<file path="config.mk">
export PLATFORM = sky130hd
export DESIGN_NAME = rotate_right_subtract_carry_alu
export DESIGN_NICKNAME = d
export VERILOG_FILES = /design/src/logic/rr_alu_pkg.sv /design/src/logic/sub_borrow_unit.sv /design/src/logic/rotate_right_subtract_carry_alu.sv
export SDC_FILE = /design/constraint.sdc
export NUM_CORES = 1
export LEC_CHECK = 0
export ABC_AREA = 1
export ABC_CLOCK_PERIOD_IN_PS = 3100
export BUFFER_PORTS_ARGS = -buffer_cell sky130_fd_sc_hd__buf_4
export CAP_MARGIN = 20
export CORE_MARGIN = 5
export CORE_UTILIZATION = 28
export DETAILED_ROUTE_END_ITERATION = 10
export PLACE_DENSITY = 0.51
export RECOVER_POWER = 25
export SYNTH_ARGS = -nofsm -noshare
export SYNTH_HDL_FRONTEND = slang
export SYNTH_SLANG_ARGS = --single-unit
</file>
<file path="constraint.sdc">
create_clock -name pclk -period 3.1 [get_ports pclk]
set_input_delay 0.465 -clock pclk [delete_from_list [all_inputs] [get_ports pclk]]
set_output_delay 0.465 -clock pclk [all_outputs]
set_load 0.05 [all_outputs]
</file>
<file path="src/logic/rr_alu_pkg.sv">
// constants, types and register map of the rotate-right / subtract-with-borrow alu
// assumes one pclk domain and an apb master that holds each request until pready
// Operation
// - rotate memory byte right in place, flags kept
// - rotate right into accumulator, memory and flags kept
// - nine-bit rotate through carry, in place
// - rotate through carry into accumulator, memory kept
// - accumulator minus memory minus inverted carry
// - carry set without borrow, cleared on borrow
// - subtract updates ov, z, ac, c, extended flags
package rr_alu_pkg;

    localparam int unsigned ADDR_W = 12;
    localparam int unsigned DATA_W = 8;

    // register byte addresses
    localparam logic [ADDR_W-1:0] ACC_OFFSET = 12'h000;
    localparam logic [ADDR_W-1:0] MEM_OFFSET = 12'h004;
    localparam logic [ADDR_W-1:0] STATUS_OFFSET = 12'h008;
    localparam logic [ADDR_W-1:0] CMD_OFFSET = 12'h00C;

    // status field positions
    localparam int unsigned C_POS = 0;
    localparam int unsigned AC_POS = 1;
    localparam int unsigned Z_POS = 2;
    localparam int unsigned OV_POS = 3;
    localparam int unsigned SIGNED_CMP_POS = 4;
    localparam int unsigned CHAINED_ZERO_POS = 5;
    localparam int unsigned FLAG_W = 6;

    // reset values
    localparam logic [DATA_W-1:0] ACC_RESET = 8'h00;
    localparam logic [DATA_W-1:0] MEM_RESET = 8'h00;
    localparam logic [FLAG_W-1:0] FLAGS_RESET = 6'h00;

    // command codes written to the command register, one-hot except OP_NONE, the reset value
    typedef enum logic [4:0] {
        OP_NONE = 5'h00,
        OP_ROTATE_MEM_RIGHT = 5'h01,
        OP_ROTATE_RIGHT_TO_ACC = 5'h02,
        OP_ROTATE_RIGHT_THRU_CARRY = 5'h04,
        OP_ROTATE_RIGHT_THRU_CARRY_TO_ACC = 5'h08,
        OP_SUBTRACT_WITH_BORROW_TO_ACC = 5'h10
    } op_t;

    // packed order matches the status field positions
    typedef struct packed {
        logic chained_zero_flag;
        logic signed_compare_flag;
        logic ov;
        logic z;
        logic ac;
        logic c;
    } flags_t;

    typedef struct packed {
        logic [DATA_W-1:0] acc;
        logic [DATA_W-1:0] mem;
        flags_t flags;
        op_t last_op;
    } alu_state_t;

    typedef struct packed {
        logic [DATA_W-1:0] diff;
        flags_t flags;
    } sub_result_t;

endpackage

</file>
<file path="src/logic/sub_borrow_unit.sv">
// eight-bit subtract with borrow and its status flags, purely combinational
// assumes the caller registers the result; carry in means no borrow pending
`timescale 1ns/1ps
`default_nettype none
module sub_borrow_unit
    import rr_alu_pkg::*;
(
    // operands
    input wire logic [DATA_W-1:0] minuend,
    input wire logic [DATA_W-1:0] subtrahend,
    input wire flags_t flags_in,
    // result
    output var sub_result_t result
);
    logic [DATA_W:0] full_sum;
    logic [4:0] low_sum;

    always_comb
    begin
        // a - m - ~c done as a + ~m + c, so the top bit is the no-borrow carry
        full_sum = {1'b0, minuend} + {1'b0, ~subtrahend} + {{DATA_W{1'b0}}, flags_in.c};
        low_sum = {1'b0, minuend[3:0]} + {1'b0, ~subtrahend[3:0]} + {4'h0, flags_in.c};
        result.diff = full_sum[DATA_W-1:0];
        result.flags.c = full_sum[DATA_W];
        result.flags.ac = low_sum[4];
        result.flags.z = (full_sum[DATA_W-1:0] == 8'h00);
        result.flags.ov = (minuend[DATA_W-1] != subtrahend[DATA_W-1])
            && (full_sum[DATA_W-1] != minuend[DATA_W-1]);
        // signed "greater or equal" view of the subtraction
        result.flags.signed_compare_flag = ~(full_sum[DATA_W-1] ^ result.flags.ov);
        // zero across this byte and the one before: a nonzero previous byte (flags_in.z low) keeps it low
        result.flags.chained_zero_flag = result.flags.z & flags_in.z;
    end
endmodule
`default_nettype wire

</file>
<file path="src/logic/rotate_right_subtract_carry_alu.sv">
// apb-mapped rotate-right and subtract-with-borrow alu with its own acc, operand and flags
// assumes an apb master on pclk; a command write executes at its access edge
//
// The placing of the registers and register access over APB are this design's own decisions.
`timescale 1ns/1ps
`default_nettype none
module rotate_right_subtract_carry_alu
    import rr_alu_pkg::*;
(
    // clock, reset, enable
    input wire logic pclk,
    input wire logic presetn,
    input wire logic clk_en,
    // apb slave
    input wire logic psel,
    input wire logic penable,
    input wire logic pwrite,
    input wire logic [ADDR_W-1:0] paddr,
    input wire logic [31:0] pwdata,
    input wire logic [3:0] pstrb,
    output logic pready,
    output logic [31:0] prdata,
    output logic pslverr
);
    alu_state_t state_reg;
    alu_state_t state_next;
    sub_result_t sub_res;
    logic access;
    logic wr_fire;
    logic known_addr;
    logic bad_cmd;
    op_t cmd_op;

    sub_borrow_unit u_sub (
        .minuend(state_reg.acc),
        .subtrahend(state_reg.mem),
        .flags_in(state_reg.flags),
        .result(sub_res)
    );

    // transfers stall while the enable is low so nothing is taken on a frozen edge
    assign pready = clk_en;
    assign access = psel & penable & clk_en;
    assign wr_fire = access & pwrite & pstrb[0];
    assign known_addr = (paddr == ACC_OFFSET) || (paddr == MEM_OFFSET)
        || (paddr == STATUS_OFFSET) || (paddr == CMD_OFFSET);
    assign cmd_op = op_t'(pwdata[4:0]);
    assign bad_cmd = pwrite && (paddr == CMD_OFFSET) && !((cmd_op == OP_ROTATE_MEM_RIGHT)
        || (cmd_op == OP_ROTATE_RIGHT_TO_ACC) || (cmd_op == OP_ROTATE_RIGHT_THRU_CARRY)
        || (cmd_op == OP_ROTATE_RIGHT_THRU_CARRY_TO_ACC)
        || (cmd_op == OP_SUBTRACT_WITH_BORROW_TO_ACC));
    assign pslverr = psel & penable & (!known_addr || bad_cmd);

    always_comb
    begin
        prdata = 32'h0000_0000;
        case (paddr)
            ACC_OFFSET: prdata[DATA_W-1:0] = state_reg.acc;
            MEM_OFFSET: prdata[DATA_W-1:0] = state_reg.mem;
            STATUS_OFFSET: prdata[FLAG_W-1:0] = state_reg.flags;
            CMD_OFFSET: prdata[4:0] = state_reg.last_op;
            default: prdata = 32'h0000_0000;
        endcase
    end

    always_comb
    begin
        state_next = state_reg;
        if (wr_fire && !pslverr)
        begin
            case (paddr)
                ACC_OFFSET: state_next.acc = pwdata[DATA_W-1:0];
                MEM_OFFSET: state_next.mem = pwdata[DATA_W-1:0];
                STATUS_OFFSET: state_next.flags = flags_t'(pwdata[FLAG_W-1:0]);
                CMD_OFFSET:
                begin
                    state_next.last_op = cmd_op;
                    case (cmd_op)
                        OP_ROTATE_MEM_RIGHT:
                            state_next.mem = {state_reg.mem[0], state_reg.mem[7:1]};
                        OP_ROTATE_RIGHT_TO_ACC:
                            state_next.acc = {state_reg.mem[0], state_reg.mem[7:1]};
                        OP_ROTATE_RIGHT_THRU_CARRY:
                        begin
                            state_next.mem = {state_reg.flags.c, state_reg.mem[7:1]};
                            state_next.flags.c = state_reg.mem[0];
                        end
                        OP_ROTATE_RIGHT_THRU_CARRY_TO_ACC:
                        begin
                            state_next.acc = {state_reg.flags.c, state_reg.mem[7:1]};
                            state_next.flags.c = state_reg.mem[0];
                        end
                        OP_SUBTRACT_WITH_BORROW_TO_ACC:
                        begin
                            state_next.acc = sub_res.diff;
                            state_next.flags = sub_res.flags;
                        end
                        default: state_next.last_op = state_reg.last_op;
                    endcase
                end
                default: state_next = state_reg;
            endcase
        end
    end

    always_ff @(posedge pclk or negedge presetn)
    begin
        if (!presetn)
        begin
            state_reg <= '{acc: ACC_RESET, mem: MEM_RESET, flags: FLAGS_RESET,
                last_op: OP_NONE};
        end
        else if (clk_en)
        begin
            state_reg <= state_next;
        end
    end

    // checks
    // one strobe per command so that each check names its own trigger
    logic cmd_fire;
    logic rot_mem_fire;
    logic rot_acc_fire;
    logic rot_carry_fire;
    logic rot_carry_acc_fire;
    logic sub_fire;
    // sign-extended difference: its top bit is the true sign, free of overflow
    logic [DATA_W+1:0] sub_wide;

    assign cmd_fire = wr_fire && (paddr == CMD_OFFSET);
    assign rot_mem_fire = cmd_fire && (cmd_op == OP_ROTATE_MEM_RIGHT);
    assign rot_acc_fire = cmd_fire && (cmd_op == OP_ROTATE_RIGHT_TO_ACC);
    assign rot_carry_fire = cmd_fire && (cmd_op == OP_ROTATE_RIGHT_THRU_CARRY);
    assign rot_carry_acc_fire = cmd_fire && (cmd_op == OP_ROTATE_RIGHT_THRU_CARRY_TO_ACC);
    assign sub_fire = cmd_fire && (cmd_op == OP_SUBTRACT_WITH_BORROW_TO_ACC);
    assign sub_wide = {{2{state_reg.acc[DATA_W-1]}}, state_reg.acc}
        - {{2{state_reg.mem[DATA_W-1]}}, state_reg.mem}
        - {{(DATA_W+1){1'b0}}, ~state_reg.flags.c};
endmodule
`default_nettype wire

</file>
==> results of run 1 <==
[worst max-delay path, cell delays in order, from the launching register on]
cell,delay (ps)
dfrtp_1,370
inv_1,90
fa_1,490
inv_2,110
nand3_1,100
nand3_1,130
a21oi_2,80
o21bai_1,170
fa_2,500
nor2_1,120
nand2_1,60
nor2_1,100
nand3_1,90
nor2_1,130
nand3_1,80
nand2_1,60
nand2_1,50
nand2_1,50
[cell families (layout without fill, tap and decap cells)]
kind of cell / after synthesis / in the layout / share of synthesized area, %
buf+inv: 94 / 106 / 17.7
simple gates: 219 / 219 / 37.9
fa+ha+maj: 10 / 10 / 5.61
flops: 27 / 27 / 25.7
compound gates: 52 / 52 / 12.0
other cells: 1 / 24 / 0.142
xor+xnor: 3 / 3 / 0.998
[how the worst max path moves through the flow]
stage	cells after the start	end	slack, ps	from
global placement	17	state_reg[10]	240	state_reg[5]
floorplan	6	prdata[6]	300	paddr[11]
CTS	18	state_reg[10]	200	state_reg[13]
global route	17	state_reg[7]	10	state_reg[5]
finish	17	state_reg[10]	270	state_reg[5]
detailed placement	17	state_reg[10]	230	state_reg[5]
[cell type report]
type,instances,area share (%)
inverters,63,7.92
well taps,111,4.65
multi-input cells,308,53.5
clock buffers,3,1.38
clock inverters,1,0.252
repair buffers,39,9.69
flip-flops and latches,27,22.6
[power groups by stage]
stage | registers, mW | clock network (mW) | logic, mW
2_1_floorplan | 0.359 | 0 | 0.127
3_3_place_gp | 0.359 | 0 | 0.152
3_5_place_dp | 0.359 | 0 | 0.152
4_1_cts | 0.352 | 0.221 | 0.153
5_1_grt | 0.352 | 0.237 | 0.164
6_report | 0.352 | 0.213 | 0.152
[per-layer routing]
layer / global-route usage (%) / vias up
li1: - / 1308
met1: 18.6 / 1150
met2: 23.4 / 72
met3: 1.63 / 8
met4: 4.38 / 0
met5: 0 / -
[cell usage in the layout (no fill, tap or decap), drive strengths merged]
master    instances
dfrtp            27
xnor2             1
o21bai            1
o31ai             2
ha                7
nand3            30
fa                3
nor3             12
nand4             5
o21a              1
conb             24
nor4              1
clkinvlp          1
o221ai            1
o211ai            2
nor2             56
o22ai             4
a21oi             9
a211o             2
clkbuf            4
nand3b            2
xor2              2
o21ai            25
inv              63
o2111ai           2
nand2           113
a21boi            3
buf              38
==> results.txt, run 1 <==
pin count of the biggest net entering global routing - 28
Synth warnings - 0
routability cong. - 0.954
remaining antenna violation count - 0
dpl ws - 232 ps
DRC - 0
CTS buffer count - 3
register bit total from synthesis - 27
VDD IR-drop max - 134 uV
Die W - 107 um
Seq/Total Area, Yosys - 25.7%
depth of the worst hold-timing path - 3
asr flop ratio synth - 100%
final hold vios - 0
Worst R2R Start - state_reg[5]
Final min period - 2830 ps
length of routed met2 wiring - 3790 um
FF-to-FF path depth - 17
deepest clock path buffer count - 2
Worst Path Arrival - 3060 ps
Final Core Density - 32.4%
Buffers on Ports - 36
total wire length - 7930 um
Starting Density - 28.6%
vias in the first global route - 2453
num rows - 35
Clk pin slew, worst setup/hold paths - 100 ps
first drt pass iteration count - 4
top-area cell type share of the netlist area - 25.7%
clk root buf - clkbuf_8
Syn Std Cell Area - 2630 um2
combinational share of power - 21.2%
storage element area - 676 um2
PnR worst setup slack - 273 ps
Vias per Instance - 4.60
Max Fclk - 354 MHz
CTS H-tree lvls - 1
Synth Area per Inst - 6.48 um2
most common cell in the synthesized netlist - nand2_1
r2r endpoint - state_reg[10]
Hold Startpoint - pwdata[4]
static leakage - 1.60 nW
Synth area leader - dfrtp_1
Crit path required time - 3330 ps
HP Class - in2reg
multi-input logic area - 1600 um2
max reg flops - 27
antenna violations before repair - 0
CTS tree - done
Filler cells - 1014
Area contributors post-synth - dfrtp_1 26%, nand2_1 16%, inv_1 8.1%, buf_4 7.4%, nor2_1 6.8%
most frequent cells after synthesis - 111 x nand2_1, 57 x inv_1, 48 x nor2_1
sequential power share - 49.1%
startpoint types - flop
Post-Synthesis Cells - 406
Worst Path Max Fanout - 3
setup TNS - 0 ps
Worst Hold End - state_reg[4]
fin area - 2980 um2
GRT Util Overall - 13.9%
M1 WL - 3610 um
status - finished, violations left
placed instance area - 2920 um2
final slew viol count - 27
Worst setup EP type - flop
Fin Clk Skew - 7.41 ps
Worst-Skew Late Latency - 280 ps
Worst Max-Slew Pin Slew - 1500 ps
Total Power - 717 uW
Slew headroom - -0.311%
R2R setup slack - 270 ps
max layer used - met4
Switching Share - 33.3%
CORE AREA - 9200 um2
failing checks - max-capacitance violations, max-slew violations
global-route wire length before repair - 12700 um
final hold slack - 424 ps
WS Path Type - reg2reg
Final Non-Filler Cells - 552
# resized after CTS - 0
Synth cell types - 42
# Post-CTS Setup Buffers - 0
Die ar. - 11400 um2
Final nets - 506
detailed placer's ending HPWL - 6440 um
CTS Hold Bufs - 0
number of max-cap violations - 1
unrepaired setup endpoints after global routing - no
share of layout cells above drive strength 1 - 16.1%
setup violators final - 0
Post-synth top flop - dfrtp_1
Switching Power - 239 uW
DR vias - 2538
# placed instances - 548
fin crit share - 91.2%
chip height - 107 um
Pint - 478 uW
total congestion overflow - 0
met3 WL - 386 um
Post-synth EDFFs - 0
CTS sink count - 27
pwr dens - 240 nW/um2
Wirelength per Cell - 14.4 um
Clock Power Share - 29.7%
Starting DRT DRC Count - 165
Area Growth Syn to Fin - 13.4%
Antenna diodes - 0
# IOs - 88
(Power assumes the default switching activity.)
==> run 2: changes to the inputs <==
--- a/config.mk
+++ b/config.mk
@@ -10,9 +10,9 @@
 export BUFFER_PORTS_ARGS = -buffer_cell sky130_fd_sc_hd__buf_4
 export CAP_MARGIN = 20
 export CORE_MARGIN = 5
-export CORE_UTILIZATION = 28
+export CORE_UTILIZATION = 50
 export DETAILED_ROUTE_END_ITERATION = 10
-export PLACE_DENSITY = 0.51
+export PLACE_DENSITY = 0.81
 export RECOVER_POWER = 25
 export SYNTH_ARGS = -nofsm -noshare
 export SYNTH_HDL_FRONTEND = slang
==> run 2 against run 1 <==
Sequential share of layout area increased by 0.57 points. The run still ends with max-capacitance violations, max-slew violations left. Total power decreased by 0.42%. Largest power group unchanged. Global-route usage increased by 8.0 points. Die area decreased by 40%. Via count increased by 4.4%.
==> results.txt, run 2 (synthesis gave the netlist of run 1 again) <==
status - finished, violations left
failing checks - max-capacitance violations, max-slew violations
# Post-CTS Setup Buffers - 0
GRT Util Overall - 21.9%
Switching Power - 235 uW
total congestion overflow - 0
Max Fclk - 346 MHz
Die W - 82.6 um
unrepaired setup endpoints after global routing - no
sequential power share - 49.3%
remaining antenna violation count - 0
Final min period - 2890 ps
Clk pin slew, worst setup/hold paths - 100 ps
Worst Path Max Fanout - 3
Critical Path Stages - 17
Hold Startpoint - pwdata[4]
total wire length - 7210 um
CP top delay family - simple AND/OR/NAND/NOR gates
static leakage - 1.60 nW
worst-path cell chain - inv_1, fa_1, inv_1, nand3_1, nand3_1, a21oi_1, o21bai_1, fa_1, nor2_1, nand2_1, nor2_1, nand3_1, nor2_1, nand3_1, nand2_1, nand2_1, nand2_1
Worst R2R Start - state_reg[5]
R2R setup slack - 210 ps
HP Class - in2reg
CTS buffer count - 3
depth of the worst hold-timing path - 3
first drt pass iteration count - 5
global-route wire length before repair - 11400 um
Area Growth Syn to Fin - 10.6%
Worst Max-Slew Pin Slew - 1530 ps
dpl ws - 241 ps
Vias per Instance - 5.19
placed instance area - 2870 um2
Starting Density - 51.5%
Worst setup EP type - flop
Starting DRT DRC Count - 189
num rows - 26
detailed placer's ending HPWL - 5800 um
most common cell after layout, fill and taps aside - nand2_1
CORE AREA - 5110 um2
Switching Share - 32.9%
number of max-cap violations - 1
most frequent cells in the layout - 111 x nand2_1, 56 x inv_1, 48 x nor2_1, 38 x buf_4, 28 x nand3_1
CTS tree - done
deepest clock path buffer count - 2
final slew viol count - 28
startpoint types - flop
Antenna diodes - 0
FF-to-FF path depth - 17
CTS H-tree lvls - 1
Clock Power Share - 29.5%
# resized after CTS - 0
storage element area - 676 um2
Fin Clk Skew - 8.65 ps
WS Path Type - reg2reg
# IOs - 88
Worst-Skew Late Latency - 280 ps
setup TNS - 0 ps
CTS sink count - 27
Worst Hold End - state_reg[4]
Wirelength per Cell - 14.1 um
pin count of the biggest net entering global routing - 28
multi-input logic area - 1580 um2
CP max stage delay - 490 ps
clk root buf - clkbuf_8
Die ar. - 6820 um2
antenna violations before repair - 0
Pint - 479 uW
combinational share of power - 21.2%
Filler cells - 530
setup violators final - 0
max reg flops - 27
r2r endpoint - state_reg[10]
vias in the first global route - 2392
chip height - 82.6 um
DRC - 0
Crit path required time - 3330 ps
fin crit share - 93.1%
Final nets - 506
DR vias - 2650
share of layout cells above drive strength 1 - 15.0%
# placed instances - 507
final hold vios - 0
CTS Hold Bufs - 0
final hold slack - 415 ps
Worst Path Arrival - 3120 ps
Slowest-stage cell, CP - fa_1
VDD IR-drop max - 138 uV
Final Non-Filler Cells - 511
fin area - 2910 um2
Slew headroom - -2.03%
Buf/Inv on CP - 2
Buffers on Ports - 36
pwr dens - 245 nW/um2
PnR worst setup slack - 213 ps
routability cong. - 1.01
run 2: layout make-up:
| type | count | area share (%) |
|---|---|---|
| multi-input combinational | 308 | 54.2 |
| sequential | 27 | 23.2 |
| timing repair buffer | 39 | 9.93 |
| tap | 70 | 3.01 |
| inverter | 63 | 8.13 |
| clock buffer | 4 | 1.55 |
run 2: through the flow:
step           util [%]  total power [mW]
6_report           57.0             0.714
5_1_grt            57.0             0.745
4_1_cts            57.1             0.717
3_5_place_dp       56.2             0.509
3_3_place_gp       56.2             0.509
2_1_floorplan         -             0.486
run 2: power groups by stage:
stage                     Clock, mW  Combinational (mW)  Sequential, mW
after floorplan                   0               0.127           0.359
after global placement            0               0.150           0.359
after detailed placement          0               0.151           0.359
after CTS                     0.215               0.151           0.352
after global routing          0.230               0.163           0.352
final                         0.210               0.152           0.352
run 2: metal layers:
metal / track usage, % / wire [um]
met1: 30.2 / 3080
met2: 34.8 / 3330
met3: 3.25 / 608
met4: 7.68 / 193
met5: 0 / 0
run 2: tightest hold or removal path: stages:
cell	delay [ps]
buf_4	100
nand2_1	50
nand2_1	40
run 2: how the worst max path moves through the flow:
stage	endpoint	from	slack, ps
floorplan	prdata[6]	paddr[11]	300
global placement	state_reg[10]	state_reg[5]	290
detailed placement	state_reg[10]	state_reg[5]	240
CTS	state_reg[10]	state_reg[5]	210
global route	state_reg[10]	state_reg[5]	20
finish	state_reg[10]	state_reg[5]	210
==> run 3: changes to the inputs <==
--- a/config.mk
+++ b/config.mk
@@ -5,14 +5,14 @@
 export SDC_FILE = /design/constraint.sdc
 export NUM_CORES = 1
 export LEC_CHECK = 0
-export ABC_AREA = 1
+export ABC_AREA = 0
 export ABC_CLOCK_PERIOD_IN_PS = 3100
 export BUFFER_PORTS_ARGS = -buffer_cell sky130_fd_sc_hd__buf_4
 export CAP_MARGIN = 20
 export CORE_MARGIN = 5
 export CORE_UTILIZATION = 50
 export DETAILED_ROUTE_END_ITERATION = 10
-export PLACE_DENSITY = 0.81
+export PLACE_DENSITY = 0.83
 export RECOVER_POWER = 25
 export SYNTH_ARGS = -nofsm -noshare
 export SYNTH_HDL_FRONTEND = slang
==> run 3 against run 2 <==
The run still ends with max-capacitance violations, max-slew violations left. Combinational power grew 7%. Count of clock-buffer cells in the layout decreased by 1. Routed wire length fell by 12%. Core utilization increased by 3.7 points. Worst hold slack improved by 69 ps. Critical path depth down 2. Register-to-register slack worse by 170 ps. Sequential share of layout area rose by 0.69 points. Cell count shrank 27%. Die area is 8.7% lower. Worst setup slack worse by 170 ps. Critical endpoint unchanged.
==> results.txt, run 3 <==
status - finished, violations left
failing checks - max-capacitance violations, max-slew violations
GRT Util Overall - 21.0%
remaining antenna violation count - 0
Worst Path Arrival - 3290 ps
setup violators final - 0
Total Power - 729 uW
Worst Path Max Fanout - 2
Final Core Density - 60.6%
CTS tree - done
most used cell, CP - nor4b_2
Crit path required time - 3330 ps
routability cong. - 0.937
total congestion overflow - 0
startpoint types - flop
Clk pin slew, worst setup/hold paths - 100 ps
Worst setup EP type - flop
Die ar. - 6230 um2
CP max stage delay - 450 ps
Area contributors post-synth - dfrtp_1 28%, buf_4 7.9%, o21ai_0 5.7%, mux2_2 4.7%, mux4_2 4.7%
Final Non-Filler Cells - 375
CTS Hold Bufs - 0
Synth warnings - 0
Final min period - 3060 ps
Wirelength per Cell - 17.0 um
most common cell after layout, fill and taps aside - buf_4
Synth area leader - dfrtp_1
num rows - 25
share of layout cells above drive strength 1 - 30.8%
worst-path cell chain - inv_2, fa_2, nand2b_4, a21oi_4, nor3_2, nor2_1, o21ai_1, nand2b_1, fa_1, nor4b_2, nand2_1, nor4b_2, buf_4, a32o_1, mux2_4
# Post-CTS Setup Buffers - 0
Post-synth EDFFs - 0
Antenna diodes - 0
setup TNS - 0 ps
first drt pass iteration count - 4
Vias per Instance - 5.81
Starting Density - 50.9%
Post-Synthesis Cells - 273
WS Path Type - reg2reg
DR vias - 2178
Worst-Skew Late Latency - 280 ps
CORE AREA - 4660 um2
vias in the first global route - 2112
# IOs - 88
final hold slack - 484 ps
Starting DRT DRC Count - 220
unrepaired setup endpoints after global routing - yes
fin crit share - 98.7%
Slowest-stage cell, CP - fa_1
Seq/Total Area, Yosys - 28.5%
pwr dens - 258 nW/um2
DRC - 0
total wire length - 6370 um
global-route wire length before repair - 10400 um
chip height - 78.9 um
Buffers on Ports - 36
Synth Area per Inst - 8.69 um2
detailed placer's ending HPWL - 4710 um
Slew headroom - -1.15%
antenna violations before repair - 0
register bit total from synthesis - 27
top-area cell type share of the netlist area - 28.5%
deepest clock path buffer count - 2
most frequent cells after synthesis - 27 x dfrtp_1, 27 x o21ai_0, 25 x buf_4, 25 x nand2_1, 24 x nor2_1
Area Growth Syn to Fin - 19.1%
# placed instances - 371
pin count of the biggest net entering global routing - 28
CTS H-tree lvls - 1
final slew viol count - 28
number of max-cap violations - 1
final hold vios - 0
most frequent cells in the layout - 60 x buf_4, 27 x dfrtp_1, 25 x nand2_1
VDD IR-drop max - 212 uV
Final nets - 386
Die W - 78.9 um
Post-synth top flop - dfrtp_1
CTS buffer count - 3
Fin Clk Skew - 4.94 ps
static leakage - 1.34 nW
HP Class - reg2reg
Synth cell types - 51
asr flop ratio synth - 100%
Max Fclk - 327 MHz
max reg flops - 27
Syn Std Cell Area - 2370 um2
clk root buf - clkbuf_8
CTS sink count - 27
Worst Max-Slew Pin Slew - 1520 ps
run 3: changes by cell type after synthesis, moves of 6 or more:
cell	delta
clkbuf_1	+7
o21ai_1	-6
nor2_1	-24
inv_2	-6
mux2_2	+10
o21ai_0	+8
nand2_1	-86
inv_1	-43
mux2i_1	+8
nand3_1	-25
run 3: per-layer routing:
layer	track usage, %	part of all wire [%]	wire length [um]	vias up
li1	-	-	-	1014
met1	26.2	41	2610	1073
met2	37.9	51	3230	78
met3	3.06	6.2	395	13
met4	5.67	2.0	129	0
met5	0	0	0	-
run 3: power breakdown:
group          leakage, nW  switching (mW)  internal [mW]
sequential           0.362        0.000126          0.352
clock               0.0217           0.122         0.0916
combinational        0.953           0.121         0.0426
total                 1.34           0.243          0.486
run 3: metrics by stage:
| step | setup slack (ps) | cell area [um2] |
|---|---|---|
| after floorplan | 123 | 2460 |
| after global placement | -231 | 2730 |
| after detailed placement | -223 | 2730 |
| after CTS | 13.2 | 2810 |
| after global routing | -124 | 2830 |
| final | 39.1 | 2830 |
run 3: cells by family after synthesis:
family          Yosys count  share of synthesized area (%)
compound gates           69                           18.7
xor+xnor                  8                           2.95
fa+ha+maj                10                           6.22
buf+inv                  54                           13.0
flops                    27                           28.5
mux                      23                           12.9
other cells               1                          0.158
simple gates             81                           17.7
run 3: worst max-delay path: cells and delay by family, from the launching register on:
kind	cells	cell delay [ps]
AND/OR/NAND/NOR	7	1050
buffers and inverters	2	220
AO/OA/AOI/OAI	3	390
multiplexers	1	140
adder cells (fa/ha/maj)	2	840
flip-flops	1	380
run 3: final cells by class:
class | count | area (um2)
fill | 394 | 1830
multi-input combinational | 215 | 1530
sequential | 27 | 676
timing repair buffer | 61 | 454
tap | 54 | 67.6
inverter | 14 | 52.6
clock buffer | 3 | 41.3
clock inverter | 1 | 7.51
run 3: final timing paths:
check,startpoint,endpoint,slack [ps],depth (start not counted)
hold / removal,state_reg[6],state_reg[6],480,2
min in group asynchronous,presetn,state_reg[23],540,1
setup / recovery,state_reg[19],state_reg[10],40,15
max in group asynchronous,presetn,state_reg[0],1690,1
setup reg to reg,state_reg[19],state_reg[10],40,15
hold reg to reg,state_reg[6],state_reg[6],480,2
run 3: repair_timing:
| action | in CTS | in global routing |
|---|---|---|
| gates resized for setup | 6 | 8 |
| pin swaps | 6 | 0 |
| setup endpoints to repair | 2 | 3 |
